**src/core/mic_pkg.sv**
```systemverilog
// Purpose: constants and types shared by the interrupt controller files
// Assumes: apb byte offsets, 32-bit data, registers in the low 8 bits, peripheral flag and enable in the low 9
// Notes: all offsets, bit positions and reset values live here
package mic_pkg;

    localparam int unsigned PERIPH_NUM = 9;
    localparam int unsigned PC_W       = 13;
    localparam int unsigned STACK_NUM  = 8;
    localparam int unsigned CTX_NUM    = 16;

    localparam logic [11:0] OFS_CTRL   = 12'h000;
    localparam logic [11:0] OFS_OPTION = 12'h004;
    localparam logic [11:0] OFS_PFLAG  = 12'h008;
    localparam logic [11:0] OFS_PEN    = 12'h00C;
    localparam logic [11:0] OFS_STAT   = 12'h010;
    localparam logic [11:0] OFS_STEN   = 12'h014;
    localparam logic [11:0] OFS_STCLR  = 12'h018;
    localparam logic [3:0]  CTX_PAGE   = 4'h1;

    localparam int unsigned B_GEN  = 7;
    localparam int unsigned B_GRP  = 6;
    localparam int unsigned B_TIE  = 5;
    localparam int unsigned B_XIE  = 4;
    localparam int unsigned B_PCIE = 3;
    localparam int unsigned B_TIF  = 2;
    localparam int unsigned B_XIF  = 1;
    localparam int unsigned B_PCIF = 0;
    localparam int unsigned B_EDGE = 6;

    localparam logic [7:0] CTRL_RST   = 8'h00;
    localparam logic [7:0] OPTION_RST = 8'hFF;

    localparam logic [PC_W-1:0] VECTOR_PC = 13'h0004;

    localparam int unsigned ST_TAKE = 0;
    localparam int unsigned ST_WAKE = 1;
    localparam int unsigned ST_RET  = 2;
    localparam int unsigned ST_W    = 3;

    localparam int unsigned LAT_STAGES = 2;

    typedef enum logic [1:0] {
        MIC_EDGE_FALL = 2'b00,
        MIC_EDGE_RISE = 2'b01,
        MIC_EDGE_ANY  = 2'b10
    } mic_edge_t;

    typedef enum logic [1:0] {
        MIC_Q1 = 2'b00,
        MIC_Q2 = 2'b01,
        MIC_Q3 = 2'b10,
        MIC_Q4 = 2'b11
    } mic_qph_t;

endpackage : mic_pkg

```
**src/core/mic_edge_det.sv**
```systemverilog
// Purpose: edge or change detector over a group of input pins
// Assumes: pins synchronous to clock
// Notes: first cycle after reset only primes the history
`timescale 1ns/100ps
module mic_edge_det #(
    parameter int unsigned W = 1
) (
    input  wire logic              clock,
    input  wire logic              arst_n,
    input  wire logic [W-1:0]      pins,
    input  wire mic_pkg::mic_edge_t mode,
    output logic                   evt
);
    typedef struct packed {
        logic         primed;
        logic [W-1:0] prev;
    } mic_edst_t;

    mic_edst_t st_ff;
    mic_edst_t nxt_st;

    always_comb begin
        nxt_st        = st_ff;
        nxt_st.primed = 1'b1;
        nxt_st.prev   = pins;
    end

    // history is not primed yet, so a pin high at reset is no edge
    always_comb begin
        evt = 1'b0;
        if (st_ff.primed) begin
            case (mode)
                mic_pkg::MIC_EDGE_RISE: evt = |(pins & ~st_ff.prev);
                mic_pkg::MIC_EDGE_FALL: evt = |(~pins & st_ff.prev);
                mic_pkg::MIC_EDGE_ANY:  evt = |(pins ^ st_ff.prev);
                default:                evt = 1'b0;
            endcase
        end
    end

    always_ff @(posedge clock or negedge arst_n) begin
        if (!arst_n) begin
            st_ff <= '0;
        end else begin
            st_ff <= nxt_st;
        end
    end

endmodule : mic_edge_det

```
**src/core/mic_intc.sv**
```systemverilog
// Purpose: interrupt controller of a small 8-bit core, apb register port
// Assumes: one instruction cycle is four clocks, core supplies return pc
// Notes: register writes take effect in the apb access phase
//
// Added by the designer: the APB interface to the registers and the placing of the registers.
`timescale 1ns/100ps
module mic_intc #(
    parameter int unsigned NP    = mic_pkg::PERIPH_NUM,
    parameter int unsigned DEPTH = mic_pkg::STACK_NUM
) (
    input  wire logic                     clock,
    input  wire logic                     arst_n,
    // apb slave
    input  wire logic                     psel,
    input  wire logic                     penable,
    input  wire logic                     pwrite,
    input  wire logic [11:0]              paddr,
    input  wire logic [31:0]              pwdata,
    output logic      [31:0]              prdata,
    output logic                          pready,
    output logic                          pslverr,
    // event sources
    input  wire logic                     ext_irq_pin,
    input  wire logic [3:0]               port_b_pins,
    input  wire logic                     timer_wrap,
    input  wire logic [NP-1:0]            periph_evt,
    // core side
    input  wire logic                     sleep_mode,
    input  wire logic                     ret_from_irq,
    input  wire logic [mic_pkg::PC_W-1:0] return_pc,
    output logic                          vector_take,
    output logic      [mic_pkg::PC_W-1:0] vector_pc,
    output logic      [mic_pkg::PC_W-1:0] resume_pc,
    output logic                          wake_up,
    output logic                          irq_out
);
    localparam int unsigned SP_W = $clog2(DEPTH);
    localparam int unsigned PC_W = mic_pkg::PC_W;
    localparam int unsigned CN   = mic_pkg::CTX_NUM;

    typedef struct packed {
        logic [7:0]                 ctrl;
        logic [7:0]                 option;
        logic [NP-1:0]              pen;
        logic [mic_pkg::ST_W-1:0]   st_en;
        mic_pkg::mic_qph_t          qph;
        logic [mic_pkg::LAT_STAGES-1:0] pipe;
        logic [DEPTH-1:0][PC_W-1:0] stk;
        logic [SP_W-1:0]            sp;
        logic [CN-1:0][7:0]         ctx;
        logic [31:0]                prdata;
        logic                       pslverr;
        logic                       take;
        logic [PC_W-1:0]            vpc;
        logic [PC_W-1:0]            rpc;
        logic                       wake;
    } mic_state_t;

    mic_state_t st_ff;
    mic_state_t nxt_st;

    logic                       ext_evt;
    logic                       port_evt;
    logic [NP-1:0]              pflag;
    logic [mic_pkg::ST_W-1:0]   stat;
    logic [mic_pkg::ST_W-1:0]   stat_set;
    logic                       wr_acc;
    logic                       setup;
    logic                       is_ctx;
    logic [3:0]                 ctx_idx;
    logic                       pending;
    logic                       boundary;
    logic                       taking;
    logic [7:0]                 ctrl_hw;
    logic [SP_W-1:0]            sp_dec;

    mic_edge_det #(
        .W (1)
    ) u_ext_edge (
        .clock  (clock),
        .arst_n (arst_n),
        .pins   (ext_irq_pin),
        .mode   (st_ff.option[mic_pkg::B_EDGE] ?
                 mic_pkg::MIC_EDGE_RISE : mic_pkg::MIC_EDGE_FALL),
        .evt    (ext_evt)
    );

    mic_edge_det #(
        .W (4)
    ) u_port_chg (
        .clock  (clock),
        .arst_n (arst_n),
        .pins   (port_b_pins),
        .mode   (mic_pkg::MIC_EDGE_ANY),
        .evt    (port_evt)
    );

    // peripheral flags kept apart from the control byte
    mic_sticky #(
        .W (NP)
    ) u_pflag (
        .clock   (clock),
        .arst_n  (arst_n),
        .set     (periph_evt),
        .wr_en   (wr_acc && paddr == mic_pkg::OFS_PFLAG),
        .wr_w1c  (1'b0),
        .wr_data (pwdata[NP-1:0]),
        .flags   (pflag)
    );

    mic_sticky #(
        .W (mic_pkg::ST_W)
    ) u_stat (
        .clock   (clock),
        .arst_n  (arst_n),
        .set     (stat_set),
        .wr_en   (wr_acc && paddr == mic_pkg::OFS_STCLR),
        .wr_w1c  (1'b1),
        .wr_data (pwdata[mic_pkg::ST_W-1:0]),
        .flags   (stat)
    );

    assign setup  = psel && !penable;
    assign wr_acc = psel && penable && pwrite;
    // bank bits [7:6] are ignored so every bank sees one copy
    assign is_ctx  = (paddr[11:8] == mic_pkg::CTX_PAGE);
    assign ctx_idx = paddr[5:2];

    // request: or of flag-and-enable terms, peripherals behind group bit
    always_comb begin
        pending = (st_ff.ctrl[mic_pkg::B_XIF] && st_ff.ctrl[mic_pkg::B_XIE])
            || (st_ff.ctrl[mic_pkg::B_TIF] && st_ff.ctrl[mic_pkg::B_TIE])
            || (st_ff.ctrl[mic_pkg::B_PCIF] && st_ff.ctrl[mic_pkg::B_PCIE])
            || (st_ff.ctrl[mic_pkg::B_GRP]
                && |(pflag & st_ff.pen));
    end

    assign boundary = (st_ff.qph == mic_pkg::MIC_Q4);
    // vector only at an instruction boundary after two sampled boundaries,
    // so latency is counted in instruction cycles, not instruction length
    assign taking = boundary && st_ff.pipe[mic_pkg::LAT_STAGES-1]
        && pending && st_ff.ctrl[mic_pkg::B_GEN]
        && !ret_from_irq;

    assign sp_dec = st_ff.sp - 1'b1;

    always_comb begin
        stat_set = '0;
        stat_set[mic_pkg::ST_TAKE] = taking;
        stat_set[mic_pkg::ST_WAKE] = sleep_mode && pending;
        stat_set[mic_pkg::ST_RET]  = ret_from_irq;
    end

    always_comb begin
        ctrl_hw = '0;
        ctrl_hw[mic_pkg::B_XIF]  = ext_evt;
        ctrl_hw[mic_pkg::B_TIF]  = timer_wrap;
        ctrl_hw[mic_pkg::B_PCIF] = port_evt;
    end

    always_comb begin
        nxt_st      = st_ff;
        nxt_st.take = 1'b0;

        // instruction phase counter
        case (st_ff.qph)
            mic_pkg::MIC_Q1: nxt_st.qph = mic_pkg::MIC_Q2;
            mic_pkg::MIC_Q2: nxt_st.qph = mic_pkg::MIC_Q3;
            mic_pkg::MIC_Q3: nxt_st.qph = mic_pkg::MIC_Q4;
            mic_pkg::MIC_Q4: nxt_st.qph = mic_pkg::MIC_Q1;
            default:         nxt_st.qph = mic_pkg::MIC_Q1;
        endcase

        if (boundary) begin
            nxt_st.pipe = {st_ff.pipe[mic_pkg::LAT_STAGES-2:0], pending};
        end

        // software writes in the access phase
        if (wr_acc) begin
            case (paddr)
                mic_pkg::OFS_CTRL:   nxt_st.ctrl   = pwdata[7:0];
                mic_pkg::OFS_OPTION: nxt_st.option = pwdata[7:0];
                mic_pkg::OFS_PEN:    nxt_st.pen    = pwdata[NP-1:0];
                mic_pkg::OFS_STEN:
                    nxt_st.st_en = pwdata[mic_pkg::ST_W-1:0];
                default: begin
                    if (is_ctx) begin
                        nxt_st.ctx[ctx_idx] = pwdata[7:0];
                    end
                end
            endcase
        end

        // a hardware event wins over a clearing write in the same cycle
        nxt_st.ctrl = nxt_st.ctrl | ctrl_hw;

        // return restores enable and pops the pc; wins over a new entry
        if (ret_from_irq) begin
            nxt_st.ctrl[mic_pkg::B_GEN] = 1'b1;
            nxt_st.sp  = sp_dec;
            nxt_st.rpc = st_ff.stk[sp_dec];
        end else if (taking) begin
            // only the pc is saved; w, status and page latch are software's
            nxt_st.ctrl[mic_pkg::B_GEN] = 1'b0;
            nxt_st.stk[st_ff.sp] = return_pc;
            nxt_st.sp   = st_ff.sp + 1'b1;
            nxt_st.vpc  = mic_pkg::VECTOR_PC;
            nxt_st.take = 1'b1;
            nxt_st.pipe = '0;
        end

        // wake needs only the source enable, plus the group bit for peripherals; vectoring still needs gie
        nxt_st.wake = sleep_mode && pending;

        // read data and error captured in the setup phase
        if (setup) begin
            nxt_st.prdata  = '0;
            nxt_st.pslverr = 1'b0;
            case (paddr)
                mic_pkg::OFS_CTRL:   nxt_st.prdata[7:0] = st_ff.ctrl;
                mic_pkg::OFS_OPTION: nxt_st.prdata[7:0] = st_ff.option;
                mic_pkg::OFS_PFLAG:  nxt_st.prdata[NP-1:0] = pflag;
                mic_pkg::OFS_PEN:    nxt_st.prdata[NP-1:0] = st_ff.pen;
                mic_pkg::OFS_STAT:
                    nxt_st.prdata[mic_pkg::ST_W-1:0] = stat;
                mic_pkg::OFS_STEN:
                    nxt_st.prdata[mic_pkg::ST_W-1:0] = st_ff.st_en;
                mic_pkg::OFS_STCLR:  nxt_st.prdata = '0;
                default: begin
                    if (is_ctx) begin
                        nxt_st.prdata[7:0] = st_ff.ctx[ctx_idx];
                    end else begin
                        nxt_st.pslverr = 1'b1;
                    end
                end
            endcase
        end
    end

    always_ff @(posedge clock or negedge arst_n) begin
        if (!arst_n) begin
            st_ff        <= '0;
            st_ff.ctrl   <= mic_pkg::CTRL_RST;
            st_ff.option <= mic_pkg::OPTION_RST;
            st_ff.qph    <= mic_pkg::MIC_Q1;
        end else begin
            st_ff <= nxt_st;
        end
    end

    // zero wait states: read data was prepared during setup
    assign pready      = 1'b1;
    assign prdata      = st_ff.prdata;
    assign pslverr     = st_ff.pslverr;
    assign vector_take = st_ff.take;
    assign vector_pc   = st_ff.vpc;
    assign resume_pc   = st_ff.rpc;
    assign wake_up     = st_ff.wake;
    assign irq_out     = |(stat & st_ff.st_en);

endmodule : mic_intc

```
**src/core/mic_sticky.sv**
```systemverilog
// Purpose: bank of sticky event flags with software write access
// Assumes: set pulses one cycle wide or longer
// Notes: hardware set always wins over a software clear in one cycle
`timescale 1ns/100ps
module mic_sticky #(
    parameter int unsigned W = 1
) (
    input  wire logic         clock,
    input  wire logic         arst_n,
    input  wire logic [W-1:0] set,
    input  wire logic         wr_en,
    input  wire logic         wr_w1c,
    input  wire logic [W-1:0] wr_data,
    output logic      [W-1:0] flags
);
    typedef struct packed {
        logic [W-1:0] flags;
    } mic_stk_t;

    mic_stk_t st_ff;
    mic_stk_t nxt_st;

    always_comb begin
        nxt_st = st_ff;
        if (wr_en) begin
            nxt_st.flags = wr_w1c ? (st_ff.flags & ~wr_data) : wr_data;
        end
        nxt_st.flags = nxt_st.flags | set;
    end

    always_ff @(posedge clock or negedge arst_n) begin
        if (!arst_n) begin
            st_ff <= '0;
        end else begin
            st_ff <= nxt_st;
        end
    end

    assign flags = st_ff.flags;

endmodule : mic_sticky

```
**config.mk**
```make
export PLATFORM = sky130hd
export DESIGN_NAME = mic_intc
export DESIGN_NICKNAME = d
export VERILOG_FILES = /design/src/core/mic_pkg.sv /design/src/core/mic_edge_det.sv /design/src/core/mic_intc.sv /design/src/core/mic_sticky.sv
export SDC_FILE = /design/constraint.sdc
export NUM_CORES = 1
export LEC_CHECK = 0
export BUFFER_PORTS_ARGS = -buffer_cell sky130_fd_sc_hd__buf_4
export CAP_MARGIN = 20
export CORE_ASPECT_RATIO = 1.4
export CORE_MARGIN = 2
export CORE_UTILIZATION = 40
export DETAILED_ROUTE_END_ITERATION = 8
export PLACE_DENSITY = 0.66
export SYNTH_ARGS = -nofsm -noshare
export SYNTH_HDL_FRONTEND = slang
export SYNTH_SLANG_ARGS = --single-unit
```
**constraint.sdc**
```tcl
create_clock -name clock -period 2.3 [get_ports clock]
set_clock_uncertainty 0.15 [all_clocks]
set_input_delay 0 -clock clock [delete_from_list [all_inputs] [get_ports clock]]
set_output_delay 0 -clock clock [all_outputs]
set_load 0.01 [all_outputs]
```
== Word-level counts from Yosys, hierarchy flattened ==
Index checks and enable logic that the tools add are counted.

* Reduce and logical (&&, ||, !) cells: 36
* Add/subtract/negate cells: 2
* Equality and inequality tests: 12
* Shift operators: 0
* Bitwise gates (word level): 15
* Divide/modulo/power cells: 0
* Multiplexer cells: 36
* Magnitude comparators: 5
* Multipliers: 0

{| class="wikitable"
|+ Operator list
! cell !! count
|-
| bitwise mux 128 bit || 1
|-
| 2-to-1 mux 109 bit || 1
|-
| 2-to-1 mux 106 bit || 1
|-
| bitwise mux 104 bit || 1
|-
| 2-to-1 mux 8 bit || 5
|-
| binary-select mux 13 bit (select 3 bit) || 1
|-
| demux 13 bit (select 3 bit) || 1
|-
| equality test 12 x 5 -> 1 bit, second input constant || 3
|-
| binary-select mux 8 bit (select 4 bit) || 1
|-
| demux 8 bit (select 4 bit) || 1
|-
| 2-to-1 mux 14 bit || 2
|-
| 2-to-1 mux 28 bit || 1
|-
| 2-to-1 mux 13 bit || 2
|-
| case mux 5 bit (5 select lines) || 1
|-
| equality test 12 x 4 -> 1 bit, second input constant || 2
|-
| case mux 3 bit (7 select lines) || 1
|-
| 2-to-1 mux 9 bit || 2
|-
| logical AND 1 bit || 16
|-
| equality test 12 x 3 -> 1 bit, second input constant || 1
|-
| logical NOT 12 bit || 1
|-
| AND 9 bit || 1
|-
| 2-to-1 mux 3 bit || 3
|-
| OR 9 bit || 1
|-
| OR reduction 9 bit || 1
|-
| 33 further kinds || 55
|}

* Memory bits (read-only): 0
* Output and inout bits: 63
* Word-level logic and storage cells: 148
* RAM bits: 0
* Memories: 0
* Latch bits: 0
* Flip-flop bits (word level): 311

== Depth between registers and ports, before layout ==
* Word-level depth: 9
* Depth in mapped cells: 9

== Hierarchy ==
A second synthesis with hierarchy kept.

* Cells, all modules: 1044
* Area, all modules: 14795.4 µm²

{| class="wikitable"
|+ Modules (own cells, without submodules)
! module !! cells each !! area an instance (µm²) !! times used !! sequential area each (µm²)
|-
| mic_intc || 962 || 13835.8 || 1 || 7342.0
|-
| mic_sticky at u_pflag || 30 || 390.4 || 1 || 225.2
|-
| mic_edge_det at u_port_chg || 30 || 309.0 || 1 || 125.1
|-
| mic_sticky at u_stat || 11 || 141.4 || 1 || 75.1
|-
| mic_edge_det at u_ext_edge || 11 || 118.9 || 1 || 50.0
|}

== Worst setup path before layout ==
No wires, ideal clock.

* Path kind: reg-to-reg
* Start point: register st_ff[189] in the netlist's numbering
* End point: register st_ff (netlist bit resume_pc[0])
* Cell stages (with the launch flop): 8
* Data required time: 2.013 ns
* Path slack: 0.142 ns
* Arrival time: 1.871 ns
* Library setup time: 0.137 ns
* Clock period less this slack: 2.158 ns
* Cells stage by stage: dfrtp_1 buf_2 inv_1 ha_1 clkbuf_1 mux4_2 mux2i_1 a21oi_1

* Cells in the longest elaborated chain, start to end: 3

{| class="wikitable"
|+ Ends and longest elaborated chain
! element !! RTL line !! RTL
|-
| start: declaration || mic_intc.sv:59 || <nowiki>mic_state_t st_ff;</nowiki>
|-
| start signal: assignment || mic_intc.sv:247 || <nowiki>st_ff <= nxt_st;</nowiki>
|-
| subtractor 3 x 1 -> 3 bit || mic_intc.sv:145 || <nowiki>assign sp_dec = st_ff.sp - 1'b1;</nowiki>
|-
| binary-select mux 13 bit (select 3 bit) || mic_intc.sv:201 || <nowiki>nxt_st.rpc = st_ff.stk[sp_dec];</nowiki>
|-
| 2-to-1 mux 13 bit (not written as such) || mic_intc.sv:201 ||
|}

No other way between the ends. The select of a mux whose other input is x is not followed.
A chain may end at the register's enable or synchronous reset.

== Final worst setup path ==
* Start point: register st_ff[306] in the netlist's numbering
* End point: register st_ff[233] in the netlist's numbering

* Cells in the longest elaborated chain, start to end: 8

{| class="wikitable"
|+ Ends and longest elaborated chain
! element !! RTL line !! RTL
|-
| AND 9 bit || mic_intc.sv:135 || <nowiki>&& |(pflag & st_ff.pen));</nowiki>
|-
| OR reduction 9 bit || mic_intc.sv:135 ||
|-
| logical AND 1 bit || mic_intc.sv:135 ||
|-
| logical OR 1 bit || mic_intc.sv:134 || <nowiki>|| (st_ff.ctrl[mic_pkg::B_GRP]</nowiki>
|-
| logical AND 1 bit (2 in series) || mic_intc.sv:142 || <nowiki>&& pending && st_ff.ctrl[mic_pkg::B_GEN]</nowiki>
|-
| logical AND 1 bit || mic_intc.sv:143 || <nowiki>&& !ret_from_irq;</nowiki>
|-
| AND reduction 2 bit (no line) || -- ||
|}

No other way between the ends.

==> impl_results.md <==
* Status: complete, no violations
* Synth Cell Area at around 0.015 sq mm
* Post-layout nets at roughly 1.3k
* Warnings from Yosys at 0
* Remaining DRCs at 0
* Worst slack at placement at -0.0261 ns
* Post-synth EDFFs at 0
* Synth Flop Type: dfrtp_1
* Detailed Place HPWL at 22,100 microns
* Global router's overall resource usage at 17.9%
* Share of post-route cells with drive strength above 1 at 46.1%
* Met2 Usage GRT at between 30 and 40%
* Hold Vio Cnt, Final at 0
* Row cnt at 82
* Count of pins over their slew limit at 0
* Htree depth at 1
* Critical path class: register to register
* Leak pwr at between 8 and 9 nW
* Final wirelength at between 30,000 and 40,000 microns
* Syn Area/Cell at roughly 14 sq um
* Root buffer cell: clkbuf_16
* Fmax at approximately 440 MHz
* Power Total at about 13 mW
* Worst path arrival time at ~2.6 ns
* Initial antenna violation count at 1
* RSZ-0062 raised after global routing: yes
* Die W at ~170 microns
* Cell count after synthesis at between 1k and 1.5k
* Clk Latency, worst-skew pair at ~0.56 ns
* Setup crit start kind: register
* Ant diodes at 0
* Core Region at around 0.036 sq mm
* Maximum VDD drop at approximately 0.0007 V
* Initial Utilization at between 40% and 50%
* I/O pin total at 142
* Crit path max fanout at 13
* Routed vias at ~8.8k
* Routed Antenna Nets at 0
* CTS buffer count at 31
* Data required, critical path at around 2.6 ns
* Total Die Area at 0.0380 sq mm
* I/O Buffers at approximately 80
* Met3 Use GR at under 10%
* M1 GR Usage at 21.6%
* Netlist cell types at 57
* Worst Slack Setup Final at ~0.0015 ns
* Global-route wire length before repair at around 53,000 microns
* Vias in the first global route at just over 9k
* Chip Height at 230 microns
* Asr flop ratio synth at 100%
* Slew @ Worst Pin at between 0.6 and 0.7 ns
* First drt pass iteration count at 5
* Max Root-Sink Buffers at 3
* Relative slew slack at a little under three fifths
* Cell Count, Final, Fillers Out at around 1.7k
* Fillers at approximately 3.1k
* CTS clk-pin slew, worst paths at 0.07 ns
* Drt wl/cell at between 20 and 25 microns
* Largest net degree at the start of global routing at approximately 70
* Worst Setup End Kind: register
* Final Util at 49.6%
* Layout area overhead at 22.2%
* Most Crowded Layer GR: met2
* Final setup violation count at 0
* # placed instances at 1,532
* Max-cap violations at 0
* Tmin final at approximately 2.3 ns
* Internal reg-to-reg setup slack at about 0.0015 ns
* Fin crit share at between 90% and 100%
* DRT iter0 DRCs at approximately 640
* CTS tree: yes
* Final GP Congestion at 0.851
* Vias per inst at approximately 5.3
* Pwr per Cell Area at 732 mW/mm^2
* Grt total ovfl at 0
* Hold Crit Class: input port to register
* Sequential element share of the synthesized area at around 53%
* Total clock sinks at just over 300
* FF+latch count, synth at 311
## critical path: stages, from the launching register on
cell	delay [ns]
dfrtp_1	0.39
a222oi_1	0.46
nand4_1	0.20
o21a_4	0.28
nand4b_1	0.15
buf_12	0.19
mux2_2	0.35
## metrics by stage
| stage | hold WS, ns | TNS (ns) | instance area, sq um |
|---|---|---|---|
| 5_1_grt | 0.0485 | -2.01 | 17800 |
| 4_1_cts | 0.00681 | 0 | 17600 |
| 3_5_place_dp | -0.152 | -0.169 | 15800 |
| 2_1_floorplan | -0.446 | 0 | 14700 |
| 6_report | 0.0424 | 0 | 17800 |
| 3_3_place_gp | -0.158 | 0 | 15800 |
## state kept, by name, summed over array words and instances (netlist names)
name              flops
u_ext_edge.st_ff      1
wake_up               1
pslverr               1
vector_take           1
u_port_chg.st_ff      5
vector_pc             1
resume_pc            13
u_pflag.flags         9
prdata                9
u_stat.flags          3
st_ff               267
## layout by cell type (no fill, tap or decap), types with 8 or more instances in the layout
cell type	instances
clkbuf_16	31
dfstp_2	8
conb_1	37
nand2_1	22
dlygate4sd3_1	71
nand3_1	8
mux2i_1	19
dfrtp_1	302
buf_4	134
nor2_1	32
nor2b_1	13
buf_12	14
mux2_2	214
clkbuf_8	10
mux2_4	43
mux4_2	65
a21oi_1	35
a211o_1	10
a22oi_1	18
and2_1	8
## synthesized netlist by cell type (5+ instances only)
cell type | count | area, sq um
a211o_1 | 10 | 87.6
a21oi_1 | 35 | 175
a22oi_1 | 18 | 135
and2_1 | 9 | 56.3
buf_2 | 20 | 100
buf_4 | 69 | 518
clkbuf_1 | 34 | 128
dfrtp_1 | 303 | 7580
dfstp_2 | 8 | 210
ha_1 | 5 | 62.6
inv_1 | 7 | 26.3
mux2_2 | 255 | 2870
mux2i_1 | 19 | 190
mux4_2 | 65 | 1460
nand2_1 | 22 | 82.6
nand3_1 | 8 | 40.0
nor2_1 | 32 | 120
nor2b_1 | 13 | 81.3
xor2_1 | 5 | 43.8
## where the power goes
group | leakage, nW | switching [mW] | internal, mW
clock network | 0.531 | 2.14 | 3.24
logic | 3.87 | 1.07 | 0.919
registers | 4.17 | 0.0893 | 5.57
total | 8.57 | 3.30 | 9.73
## logic make-up after synthesis
| group | synth area share (%) |
|---|---|
| xor+xnor | 0.420 |
| fa+ha+maj | 0.429 |
| other cells | 0.0515 |
| compound gates | 3.94 |
| buf+inv | 5.58 |
| simple gates | 4.82 |
| flops | 53.4 |
| mux | 31.3 |
## final timing paths
path | from | endpoint | cells past startpoint
worst max-delay path | st_ff[306] | st_ff[233] | 6
worst max register to register | st_ff[306] | st_ff[233] | 6
worst min-delay path | paddr[9] | prdata[1] | 6
min in group asynchronous | arst_n | resume_pc[1] | 3
worst min register to register | vector_pc[2] | vector_pc[2] | 1
max in group asynchronous | arst_n | resume_pc[7] | 4
## metal layers
metal,up-vias,wire (microns)
met3,61,1470
li1,3936,-
met4,2,1060
met1,4621,13400
met5,-,16
met2,223,17800
## final cells by class
cell class	instances	area, sq um	share of cell area [%]
flip-flops and latches	311	7790	43.7
multi-input cells	602	6290	35.3
repair buffers	221	2020	11.4
clock buffers	44	925	5.19
well taps	462	578	3.24
clock inverters	13	181	1.02
inverters	7	26.3	0.147
## timing repair
action,in CTS,in global routing
pin swaps,0,5
hold buffers,71,0
buffers inserted,0,0
setup endpoints to repair,77,103
gates resized for setup,1,47
hold endpoints to repair,610,0
gates cloned,0,0
Note: power is estimated with default switching activity, not from simulation.
